## src/inc/eir_map.svh

```systemverilog
// Register indices, fields, resets and bus codes of the event router.
// Assumes a byte address of four times the register index.
`ifndef EIR_MAP_SVH
`define EIR_MAP_SVH

`define EIR_IDX_SM_HI_ROUTE 8'h10
`define EIR_IDX_CLS_ROUTE 8'h11
`define EIR_IDX_EMB_FLAGS 8'h12
`define EIR_IDX_SM_LO_FLAGS 8'h13
`define EIR_IDX_SM_HI_FLAGS 8'h14
`define EIR_IDX_CLS_FLAGS 8'h15
`define EIR_IDX_PAGE_CTRL 8'h17
`define EIR_IDX_PIN_B_CFG 8'h5F
`define EIR_IDX_SM_LO_ROUTE 8'h60
`define EIR_IDX_IRQ_STATUS 8'h61
`define EIR_IDX_IRQ_MASK 8'h62

`define EIR_LATCH_MODE_BIT 7
`define EIR_ROUTE_MASTER_BIT 1
`define EIR_EMB_LC_BIT 7
`define EIR_EMB_SIGMOT_BIT 5
`define EIR_EMB_TILT_BIT 4
`define EIR_EMB_STEP_BIT 3
`define EIR_EMB_VALID_MASK 8'hB8
`define EIR_ALL_VALID_MASK 8'hFF

`define EIR_IRQ_PIN_RISE_BIT 0
`define EIR_IRQ_BUS_ERR_BIT 1
`define EIR_IRQ_WIDTH 2

`define EIR_REG_RST 8'h00
`define EIR_IRQ_RST 2'h0
`define EIR_RESP_OKAY 2'h0
`define EIR_RESP_SLVERR 2'h2

`endif

```

## src/inc/eir_pkg.sv

```systemverilog
// Types shared by the event router files.
// Assumes numeric constants come from the map header.
package eir_pkg;

    typedef enum logic [1:0]
    {
        EIR_WR_COLLECT = 2'h0,
        EIR_WR_EXEC = 2'h1,
        EIR_WR_RESP = 2'h3
    } eir_wr_state_type;

    typedef enum logic
    {
        EIR_RD_IDLE = 1'b0,
        EIR_RD_RESP = 1'b1
    } eir_rd_state_type;

endpackage

```

## src/rtl/eir_flag_bank.sv

```systemverilog
// One bank of event flags that follow or latch their events.
// Assumes events synchronous to clk_sys_i and a one-cycle clear pulse.
`timescale 1ns/100ps

module eir_flag_bank #(
    parameter int WIDTH = 8,
    parameter logic [WIDTH-1:0] VALID_MASK = {WIDTH{1'b1}}
) (
    input wire logic clk_sys_i,
    input wire logic resetn_i,
    input wire logic [WIDTH-1:0] event_i,
    input wire logic latch_mode_i,
    input wire logic clear_i,
    output logic [WIDTH-1:0] flags_o
);
    import eir_pkg::*;

    logic [WIDTH-1:0] flags_reg;
    logic [WIDTH-1:0] flags_next;

    initial
    begin
        if (WIDTH < 1)
        begin
            $error("eir_flag_bank: WIDTH must be at least one");
        end
    end

    // An event in the clearing cycle wins, so none slips past a read.
    for (genvar b = 0; b < WIDTH; b++)
    begin : g_bit
        always_comb
        begin
            if (!VALID_MASK[b])
            begin
                flags_next[b] = 1'b0;
            end
            else if (latch_mode_i)
            begin
                flags_next[b] = (flags_reg[b] & ~clear_i) | event_i[b];
            end
            else
            begin
                flags_next[b] = event_i[b];
            end
        end
    end

    always_ff @(posedge clk_sys_i)
    begin
        if (!resetn_i)
        begin
            flags_reg <= '0;
        end
        else
        begin
            flags_reg <= flags_next;
        end
    end

    assign flags_o = flags_reg;

endmodule // eir_flag_bank

```

## src/rtl/eir_top.sv

```systemverilog
// Event router for the second interrupt pin, with its status and routing registers.
// Assumes synchronous level events and an AXI4-Lite master.
//
// Local design decision: register access over AXI4-Lite.
`timescale 1ns/100ps

module eir_top #(
    parameter int ADDR_W = 12
) (
    input wire logic clk_sys_i,
    input wire logic resetn_i,
    input wire logic [15:0] sm_event_i,
    input wire logic [7:0] classifier_event_i,
    input wire logic long_counter_timeout_i,
    input wire logic significant_motion_i,
    input wire logic tilt_event_i,
    input wire logic step_detect_i,
    output logic second_interrupt_pin_o,
    output logic irq_o,
    input wire logic [ADDR_W-1:0] s_axi_awaddr,
    input wire logic s_axi_awvalid,
    output logic s_axi_awready,
    input wire logic [31:0] s_axi_wdata,
    input wire logic [3:0] s_axi_wstrb,
    input wire logic s_axi_wvalid,
    output logic s_axi_wready,
    output logic [1:0] s_axi_bresp,
    output logic s_axi_bvalid,
    input wire logic s_axi_bready,
    input wire logic [ADDR_W-1:0] s_axi_araddr,
    input wire logic s_axi_arvalid,
    output logic s_axi_arready,
    output logic [31:0] s_axi_rdata,
    output logic [1:0] s_axi_rresp,
    output logic s_axi_rvalid,
    input wire logic s_axi_rready
);
    import eir_pkg::*;
    `include "eir_map.svh"

    initial
    begin
        if (ADDR_W < 10)
        begin
            $error("eir_top: ADDR_W must be at least 10");
        end
    end

    // Configuration registers.
    logic [7:0] sm_hi_pin2_route_reg;
    logic [7:0] sm_hi_pin2_route_next;
    logic [7:0] sm_lo_pin2_route_reg;
    logic [7:0] sm_lo_pin2_route_next;
    logic [7:0] classifier_pin2_route_reg;
    logic [7:0] classifier_pin2_route_next;
    logic embedded_latch_mode_reg;
    logic embedded_latch_mode_next;
    logic embedded_route_master_reg;
    logic embedded_route_master_next;
    logic [`EIR_IRQ_WIDTH-1:0] irq_status_reg;
    logic [`EIR_IRQ_WIDTH-1:0] irq_status_next;
    logic [`EIR_IRQ_WIDTH-1:0] irq_mask_reg;
    logic [`EIR_IRQ_WIDTH-1:0] irq_mask_next;
    logic pin_b_reg;
    logic pin_b_next;
    logic irq_reg;
    logic irq_next;

    // Bus state.
    eir_wr_state_type wr_state_reg;
    eir_wr_state_type wr_state_next;
    eir_rd_state_type rd_state_reg;
    eir_rd_state_type rd_state_next;
    logic aw_got_reg;
    logic aw_got_next;
    logic w_got_reg;
    logic w_got_next;
    logic [7:0] wr_idx_reg;
    logic [7:0] wr_idx_next;
    logic [7:0] wr_data_reg;
    logic [7:0] wr_data_next;
    logic wr_lane_reg;
    logic wr_lane_next;
    logic awready_reg;
    logic awready_next;
    logic wready_reg;
    logic wready_next;
    logic bvalid_reg;
    logic bvalid_next;
    logic [1:0] bresp_reg;
    logic [1:0] bresp_next;
    logic arready_reg;
    logic arready_next;
    logic rvalid_reg;
    logic rvalid_next;
    logic [1:0] rresp_reg;
    logic [1:0] rresp_next;
    logic [31:0] rdata_reg;
    logic [31:0] rdata_next;

    // Flags and clear pulses.
    logic [7:0] emb_event;
    logic [7:0] emb_flags;
    logic [7:0] sm_lo_flags;
    logic [7:0] sm_hi_flags;
    logic [7:0] cls_flags;
    logic clr_emb;
    logic clr_sm_lo;
    logic clr_sm_hi;
    logic clr_cls;
    logic ar_take;
    logic [7:0] rd_idx;
    logic wr_err_event;

    always_comb
    begin
        emb_event = 8'h00;
        emb_event[`EIR_EMB_LC_BIT] = long_counter_timeout_i;
        emb_event[`EIR_EMB_SIGMOT_BIT] = significant_motion_i;
        emb_event[`EIR_EMB_TILT_BIT] = tilt_event_i;
        emb_event[`EIR_EMB_STEP_BIT] = step_detect_i;
    end

    eir_flag_bank #(.WIDTH(8), .VALID_MASK(`EIR_EMB_VALID_MASK)) u_emb_flags (
        .clk_sys_i(clk_sys_i),
        .resetn_i(resetn_i),
        .event_i(emb_event),
        .latch_mode_i(embedded_latch_mode_reg),
        .clear_i(clr_emb),
        .flags_o(emb_flags)
    );

    eir_flag_bank #(.WIDTH(8), .VALID_MASK(`EIR_ALL_VALID_MASK)) u_sm_lo_flags (
        .clk_sys_i(clk_sys_i),
        .resetn_i(resetn_i),
        .event_i(sm_event_i[7:0]),
        .latch_mode_i(embedded_latch_mode_reg),
        .clear_i(clr_sm_lo),
        .flags_o(sm_lo_flags)
    );

    eir_flag_bank #(.WIDTH(8), .VALID_MASK(`EIR_ALL_VALID_MASK)) u_sm_hi_flags (
        .clk_sys_i(clk_sys_i),
        .resetn_i(resetn_i),
        .event_i(sm_event_i[15:8]),
        .latch_mode_i(embedded_latch_mode_reg),
        .clear_i(clr_sm_hi),
        .flags_o(sm_hi_flags)
    );

    eir_flag_bank #(.WIDTH(8), .VALID_MASK(`EIR_ALL_VALID_MASK)) u_cls_flags (
        .clk_sys_i(clk_sys_i),
        .resetn_i(resetn_i),
        .event_i(classifier_event_i),
        .latch_mode_i(embedded_latch_mode_reg),
        .clear_i(clr_cls),
        .flags_o(cls_flags)
    );

    // Read data is captured at the address edge, where a flag read also clears the flags in latched mode.
    assign ar_take = s_axi_arvalid & arready_reg;
    assign rd_idx = s_axi_araddr[9:2];

    always_comb
    begin
        rd_state_next = rd_state_reg;
        arready_next = arready_reg;
        rvalid_next = rvalid_reg;
        rresp_next = rresp_reg;
        rdata_next = rdata_reg;
        clr_emb = 1'b0;
        clr_sm_lo = 1'b0;
        clr_sm_hi = 1'b0;
        clr_cls = 1'b0;
        case (rd_state_reg)
            EIR_RD_IDLE:
            begin
                if (ar_take)
                begin
                    rd_state_next = EIR_RD_RESP;
                    arready_next = 1'b0;
                    rvalid_next = 1'b1;
                    rresp_next = `EIR_RESP_OKAY;
                    rdata_next = 32'h0;
                    case (rd_idx)
                        `EIR_IDX_SM_HI_ROUTE: rdata_next[7:0] = sm_hi_pin2_route_reg;
                        `EIR_IDX_CLS_ROUTE: rdata_next[7:0] = classifier_pin2_route_reg;
                        `EIR_IDX_SM_LO_ROUTE: rdata_next[7:0] = sm_lo_pin2_route_reg;
                        `EIR_IDX_EMB_FLAGS:
                        begin
                            rdata_next[7:0] = emb_flags;
                            clr_emb = 1'b1;
                        end
                        `EIR_IDX_SM_LO_FLAGS:
                        begin
                            rdata_next[7:0] = sm_lo_flags;
                            clr_sm_lo = 1'b1;
                        end
                        `EIR_IDX_SM_HI_FLAGS:
                        begin
                            rdata_next[7:0] = sm_hi_flags;
                            clr_sm_hi = 1'b1;
                        end
                        `EIR_IDX_CLS_FLAGS:
                        begin
                            rdata_next[7:0] = cls_flags;
                            clr_cls = 1'b1;
                        end
                        `EIR_IDX_PAGE_CTRL: rdata_next[`EIR_LATCH_MODE_BIT] = embedded_latch_mode_reg;
                        `EIR_IDX_PIN_B_CFG: rdata_next[`EIR_ROUTE_MASTER_BIT] = embedded_route_master_reg;
                        `EIR_IDX_IRQ_STATUS: rdata_next[`EIR_IRQ_WIDTH-1:0] = irq_status_reg;
                        `EIR_IDX_IRQ_MASK: rdata_next[`EIR_IRQ_WIDTH-1:0] = irq_mask_reg;
                        default: rresp_next = `EIR_RESP_SLVERR;
                    endcase
                end
            end
            EIR_RD_RESP:
            begin
                if (s_axi_rready)
                begin
                    rd_state_next = EIR_RD_IDLE;
                    rvalid_next = 1'b0;
                    arready_next = 1'b1;
                end
            end
            default:
            begin
                rd_state_next = EIR_RD_IDLE;
                arready_next = 1'b1;
                rvalid_next = 1'b0;
            end
        endcase
    end

    // Address and data are taken in either order, then applied in one cycle.
    always_comb
    begin
        wr_state_next = wr_state_reg;
        aw_got_next = aw_got_reg;
        w_got_next = w_got_reg;
        wr_idx_next = wr_idx_reg;
        wr_data_next = wr_data_reg;
        wr_lane_next = wr_lane_reg;
        awready_next = awready_reg;
        wready_next = wready_reg;
        bvalid_next = bvalid_reg;
        bresp_next = bresp_reg;
        sm_hi_pin2_route_next = sm_hi_pin2_route_reg;
        sm_lo_pin2_route_next = sm_lo_pin2_route_reg;
        classifier_pin2_route_next = classifier_pin2_route_reg;
        embedded_latch_mode_next = embedded_latch_mode_reg;
        embedded_route_master_next = embedded_route_master_reg;
        irq_mask_next = irq_mask_reg;
        wr_err_event = 1'b0;
        irq_status_next = irq_status_reg;
        case (wr_state_reg)
            EIR_WR_COLLECT:
            begin
                if (s_axi_awvalid && awready_reg)
                begin
                    aw_got_next = 1'b1;
                    wr_idx_next = s_axi_awaddr[9:2];
                end
                if (s_axi_wvalid && wready_reg)
                begin
                    w_got_next = 1'b1;
                    wr_data_next = s_axi_wdata[7:0];
                    wr_lane_next = s_axi_wstrb[0];
                end
                awready_next = ~aw_got_next;
                wready_next = ~w_got_next;
                if (aw_got_next && w_got_next)
                begin
                    wr_state_next = EIR_WR_EXEC;
                end
            end
            EIR_WR_EXEC:
            begin
                wr_state_next = EIR_WR_RESP;
                bvalid_next = 1'b1;
                bresp_next = `EIR_RESP_OKAY;
                case (wr_idx_reg)
                    `EIR_IDX_SM_HI_ROUTE:
                        if (wr_lane_reg) sm_hi_pin2_route_next = wr_data_reg;
                    `EIR_IDX_CLS_ROUTE:
                        if (wr_lane_reg) classifier_pin2_route_next = wr_data_reg;
                    `EIR_IDX_SM_LO_ROUTE:
                        if (wr_lane_reg) sm_lo_pin2_route_next = wr_data_reg;
                    `EIR_IDX_PAGE_CTRL:
                        if (wr_lane_reg) embedded_latch_mode_next = wr_data_reg[`EIR_LATCH_MODE_BIT];
                    `EIR_IDX_PIN_B_CFG:
                        if (wr_lane_reg) embedded_route_master_next = wr_data_reg[`EIR_ROUTE_MASTER_BIT];
                    `EIR_IDX_IRQ_MASK:
                        if (wr_lane_reg) irq_mask_next = wr_data_reg[`EIR_IRQ_WIDTH-1:0];
                    `EIR_IDX_IRQ_STATUS:
                        if (wr_lane_reg) irq_status_next = irq_status_reg & ~wr_data_reg[`EIR_IRQ_WIDTH-1:0];
                    // Flags are read-only; a write is ignored but acknowledged.
                    `EIR_IDX_EMB_FLAGS, `EIR_IDX_SM_LO_FLAGS, `EIR_IDX_SM_HI_FLAGS, `EIR_IDX_CLS_FLAGS:
                        bresp_next = `EIR_RESP_OKAY;
                    default:
                    begin
                        bresp_next = `EIR_RESP_SLVERR;
                        wr_err_event = 1'b1;
                    end
                endcase
            end
            EIR_WR_RESP:
            begin
                if (s_axi_bready)
                begin
                    wr_state_next = EIR_WR_COLLECT;
                    bvalid_next = 1'b0;
                    aw_got_next = 1'b0;
                    w_got_next = 1'b0;
                    awready_next = 1'b1;
                    wready_next = 1'b1;
                end
            end
            default:
            begin
                wr_state_next = EIR_WR_COLLECT;
                bvalid_next = 1'b0;
                aw_got_next = 1'b0;
                w_got_next = 1'b0;
                awready_next = 1'b1;
                wready_next = 1'b1;
            end
        endcase
        // Events are applied after the write-one clear, so a coincident event wins.
        irq_status_next[`EIR_IRQ_PIN_RISE_BIT] = irq_status_next[`EIR_IRQ_PIN_RISE_BIT] | (pin_b_next & ~pin_b_reg);
        irq_status_next[`EIR_IRQ_BUS_ERR_BIT] = irq_status_next[`EIR_IRQ_BUS_ERR_BIT] | wr_err_event;
    end

    // Built from flags, so in latched mode the pin holds until the flag is read.
    always_comb
    begin
        pin_b_next = embedded_route_master_reg &
            (|(sm_lo_flags & sm_lo_pin2_route_reg) |
             |(sm_hi_flags & sm_hi_pin2_route_reg) |
             |(cls_flags & classifier_pin2_route_reg));
        irq_next = |(irq_status_next & irq_mask_next);
    end

    always_ff @(posedge clk_sys_i)
    begin
        if (!resetn_i)
        begin
            wr_state_reg <= EIR_WR_COLLECT;
            rd_state_reg <= EIR_RD_IDLE;
            aw_got_reg <= 1'b0;
            w_got_reg <= 1'b0;
            wr_idx_reg <= 8'h00;
            wr_data_reg <= 8'h00;
            wr_lane_reg <= 1'b0;
            awready_reg <= 1'b1;
            wready_reg <= 1'b1;
            bvalid_reg <= 1'b0;
            bresp_reg <= `EIR_RESP_OKAY;
            arready_reg <= 1'b1;
            rvalid_reg <= 1'b0;
            rresp_reg <= `EIR_RESP_OKAY;
            rdata_reg <= 32'h0;
            sm_hi_pin2_route_reg <= `EIR_REG_RST;
            sm_lo_pin2_route_reg <= `EIR_REG_RST;
            classifier_pin2_route_reg <= `EIR_REG_RST;
            embedded_latch_mode_reg <= 1'b0;
            embedded_route_master_reg <= 1'b0;
            irq_status_reg <= `EIR_IRQ_RST;
            irq_mask_reg <= `EIR_IRQ_RST;
            pin_b_reg <= 1'b0;
            irq_reg <= 1'b0;
        end
        else
        begin
            wr_state_reg <= wr_state_next;
            rd_state_reg <= rd_state_next;
            aw_got_reg <= aw_got_next;
            w_got_reg <= w_got_next;
            wr_idx_reg <= wr_idx_next;
            wr_data_reg <= wr_data_next;
            wr_lane_reg <= wr_lane_next;
            awready_reg <= awready_next;
            wready_reg <= wready_next;
            bvalid_reg <= bvalid_next;
            bresp_reg <= bresp_next;
            arready_reg <= arready_next;
            rvalid_reg <= rvalid_next;
            rresp_reg <= rresp_next;
            rdata_reg <= rdata_next;
            sm_hi_pin2_route_reg <= sm_hi_pin2_route_next;
            sm_lo_pin2_route_reg <= sm_lo_pin2_route_next;
            classifier_pin2_route_reg <= classifier_pin2_route_next;
            embedded_latch_mode_reg <= embedded_latch_mode_next;
            embedded_route_master_reg <= embedded_route_master_next;
            irq_status_reg <= irq_status_next;
            irq_mask_reg <= irq_mask_next;
            pin_b_reg <= pin_b_next;
            irq_reg <= irq_next;
        end
    end

    assign second_interrupt_pin_o = pin_b_reg;
    assign irq_o = irq_reg;
    assign s_axi_awready = awready_reg;
    assign s_axi_wready = wready_reg;
    assign s_axi_bvalid = bvalid_reg;
    assign s_axi_bresp = bresp_reg;
    assign s_axi_arready = arready_reg;
    assign s_axi_rvalid = rvalid_reg;
    assign s_axi_rresp = rresp_reg;
    assign s_axi_rdata = rdata_reg;

endmodule // eir_top

```

## config.mk

```make
export PLATFORM = sky130hd
export DESIGN_NAME = eir_top
export DESIGN_NICKNAME = d
export VERILOG_FILES = /design/src/inc/eir_pkg.sv /design/src/rtl/eir_flag_bank.sv /design/src/rtl/eir_top.sv
export VERILOG_INCLUDE_DIRS = /design/src /design/src/inc
export SDC_FILE = /design/constraint.sdc
export NUM_CORES = 1
export LEC_CHECK = 0
export ABC_AREA = 1
export BUFFER_PORTS_ARGS = -buffer_cell sky130_fd_sc_hd__buf_2
export CAP_MARGIN = 10
export CORE_MARGIN = 1
export CORE_UTILIZATION = 25
export CTS_BUF_LIST = sky130_fd_sc_hd__clkbuf_16
export DETAILED_ROUTE_END_ITERATION = 6
export PLACE_DENSITY = 0.46
export SETUP_SLACK_MARGIN = 0.15
export SLEW_MARGIN = 30
export SYNTH_ARGS = -nofsm -noshare
export SYNTH_HDL_FRONTEND = slang
export SYNTH_SLANG_ARGS = --single-unit
```

## constraint.sdc

```tcl
create_clock -name clk_sys_i -period 1.3 [get_ports clk_sys_i]
set_clock_uncertainty 0.05 [all_clocks]
set_input_delay 0.195 -clock clk_sys_i [delete_from_list [all_inputs] [get_ports clk_sys_i]]
set_output_delay 0.195 -clock clk_sys_i [all_outputs]
set_load 0.05 [all_outputs]
```

==> impl_results.md <==
- Worst EP arrival: 1.58 ns
- Layout Nets: 970
- Synth Register Bits: 97
- Initial Util: 0.258
- Failing checks: design-rule violations, negative setup slack
- Share of flip-flops with an asynchronous set or reset: 0
- First-iteration detailed-routing DRC count: 285
- Cells after Synth: 667
- Finish-stage setup viols: 38
- Ports: 138
- Layout cells sized above 1: 0.509
- # diodes: 0
- Die area: 0.0193 mm2
- Worst path max stage delay: 0.33 ns
- Post-route ant nets: 0
- CP required: 1.48 ns
- Post-synthesis sequential area ratio: 0.413
- Startpoint types: flop
- Worst-Skew Late Latency: 0.35 ns
- GRT Util Overall: 0.161
- CTS buffer count: 9
- Placement row count: 49
- Status: finished with violations
- Max Slew Vio Count: 0
- Drt drc: 10
- RR Startpoint: wr_idx_reg[5]$_SDFFE_PN0P_
- Via count: 5031
- Synth top cells by count: nand2_1, dfxtp_1, nor2_1, nand3_1, a21oi_1
- Setup CP Type: flop to flop
- Crit end category: flop
- Pwr Density: 1110 mW/mm2
- Switching power total: 2680 uW
- Largest net degree at the start of global routing: 36
- Die height: 139 um
- DRT Pass-1 Iters: 7
- Area of the core: 0.0182 mm2
- Initial antenna violation count: 0
- Number of synthesized flops with an enable pin: 0
- H-tree levels: 3
- Setup crit start: wr_idx_reg[5]$_SDFFE_PN0P_
- Crit path max fanout: 8
- RePlAce Congestion: 0.846
- Die width: 139 um
- Vias per inst: 4.54
- Hold/Removal Path Class: input port to flop
- RSZ-0062 raised after global routing: yes
- Port bufs: 76
- CTS clk-pin slew, worst paths: 0.07 ns
- Crit-path slowest cell: dfxtp_1
- Routed len/inst: 15.0 um
- CP cell instances: inv_1, nand2_4, nor2_4, and3_4, buf_4, a211oi_2
- Yosys top cell area share: 0.413
- CTS tree: yes
- Combinational share of power: 0.262
- Root buffer cell: clkbuf_16
- Tmin final: 1.40 ns
- Top FF cell, synth: dfxtp_1
- Hold path start: sm_event_i[13]
- Synth area leader: dfxtp_1
- Detailed Route WL: 16600 um
- Hpwl dp: 11600 um
- Library cells used by synthesis: 30
- Area Growth Syn to Fin: 66.2%
- Sink Count: 97
- Seq pwr share: 0.387
- Setup tns final: -1.59 ns
- Power share of the clock group: 0.351
- Netlist Area Pre-Place: 0.00470 mm2
- Final Hold Fails: 0
- Tcrit/Tclk final: 1.08
- Top-count cell post-synth: nand2_1
- Avg Inst Size Synth: 7.04 um2
- CTS Buffer Depth: 2
- Worst VDD drop: 0.779 mV
- Congestion Overflow GR: 0
- First-pass GRT wire length: 24500 um
- Int Power: 6010 uW
- Setup slack at placement: -0.320 ns
- Vias in the first global route: 4698
- Final setup margin: -0.0989 ns
- Max Cap Violations: 0
- Fmax: 715 MHz
- Net Sw Frac: 0.308
- Lkg Pwr: 0.00349 uW
- Syn. warnings: 0
- Top cells by area, synth: dfxtp_1, nand2_1, nand3_1
[placed cells by master (no fill, tap or decap), drive strengths merged]
cell         synthesis  final
dfxtp               97     97
o21a                 4      4
clkinv               0      3
nand2              153    153
o21ai               41     41
conb                 1     26
or2                  1      1
o31ai                1      1
inv                 58     59
nand3b               1      1
clkinvlp             0      2
a31oi               20     20
nor3                 2      2
dlygate4sd3          0      4
and3                 1      2
buf                 44    215
bufinv               0      3
a211oi               8      8
clkbuf               9     12
a21oi               59     59
nand3               67     67
nor2                97     97
nand4                3      3
[worst paths after layout]
check                                                       endpoint  cells after the start  slack [ns]
worst max-delay path            sm_hi_pin2_route_reg[1]$_SDFFE_PN0P_                      6        -0.1
worst min-delay path             u_sm_hi_flags.flags_o[5]$_SDFF_PN0_                      3       0.006
worst max register to register  sm_hi_pin2_route_reg[1]$_SDFFE_PN0P_                      6        -0.1
worst min register to register           s_axi_rdata[2]$_SDFFE_PN0P_                      2        0.42
[worst max-delay path: cells and delay by family, from the launching register on]
kind | cells | cell delay (ns)
buffers and inverters | 2 | 0.25
flip-flops | 1 | 0.33
AO/OA/AOI/OAI | 1 | 0.05
AND/OR/NAND/NOR | 3 | 0.60
[power groups by stage]
stage          combinational (uW)  clock [uW]  sequential, uW
2_1_floorplan                 913           0            3510
3_3_place_gp                 1590           0            3400
3_5_place_dp                 1590           0            3390
4_1_cts                      1850        3100            3340
5_1_grt                      2440        3210            3390
6_report                     2280        3050            3360
[routing by layer]
layer	part of all wire	GRT usage
met1	0.48	0.219
met5	0	0
met4	0.019	0.0491
met3	0.031	0.0259
met2	0.47	0.261
[stage by stage]
step / utilization / area, um2 / hold slack (ns) / total power, uW / instances
2_1_floorplan: - / 4900 / 0.262 / 4430 / 692
3_3_place_gp: 0.328 / 5980 / 0.349 / 4980 / 1042
3_5_place_dp: 0.328 / 5980 / 0.356 / 4980 / 1042
4_1_cts: 0.369 / 6720 / 0.000920 / 8280 / 1075
5_1_grt: 0.429 / 7810 / 0.0101 / 9040 / 1109
6_report: 0.429 / 7810 / 0.00610 / 8690 / 1109
[area by class of cell]
| cell class | count | area (um2) |
|---|---|---|
| clock buffers | 9 | 225 |
| clock inverters | 7 | 109 |
| fillers | 1838 | 10400 |
| inverters | 58 | 260 |
| multi-input cells | 485 | 3030 |
| flip-flops and latches | 97 | 1980 |
| well taps | 229 | 287 |
| repair buffers | 222 | 1900 |
| repair inverters | 2 | 13.8 |
[cell families after synthesis]
logic type             count (synthesis)  share of synthesized area
buffers and inverters                111                      0.126
DFF                                   97                      0.413
AOI/OAI and AO/OA                    133                      0.159
and+or+nand+nor                      325                      0.301
other                                  1                   0.000798
[timing repair]
| action | CTS | global route |
|---|---|---|
| cloned | 0 | 8 |
| pin swaps | 9 | 68 |
| setup endpoints to repair | 108 | 105 |
| hold endpoints to repair | 4 | 0 |
| setup buffers | 13 | 26 |
| hold buffers | 4 | 0 |
| gates resized for setup | 88 | 212 |
No activity file was read; power rests on OpenSTA's default activity.
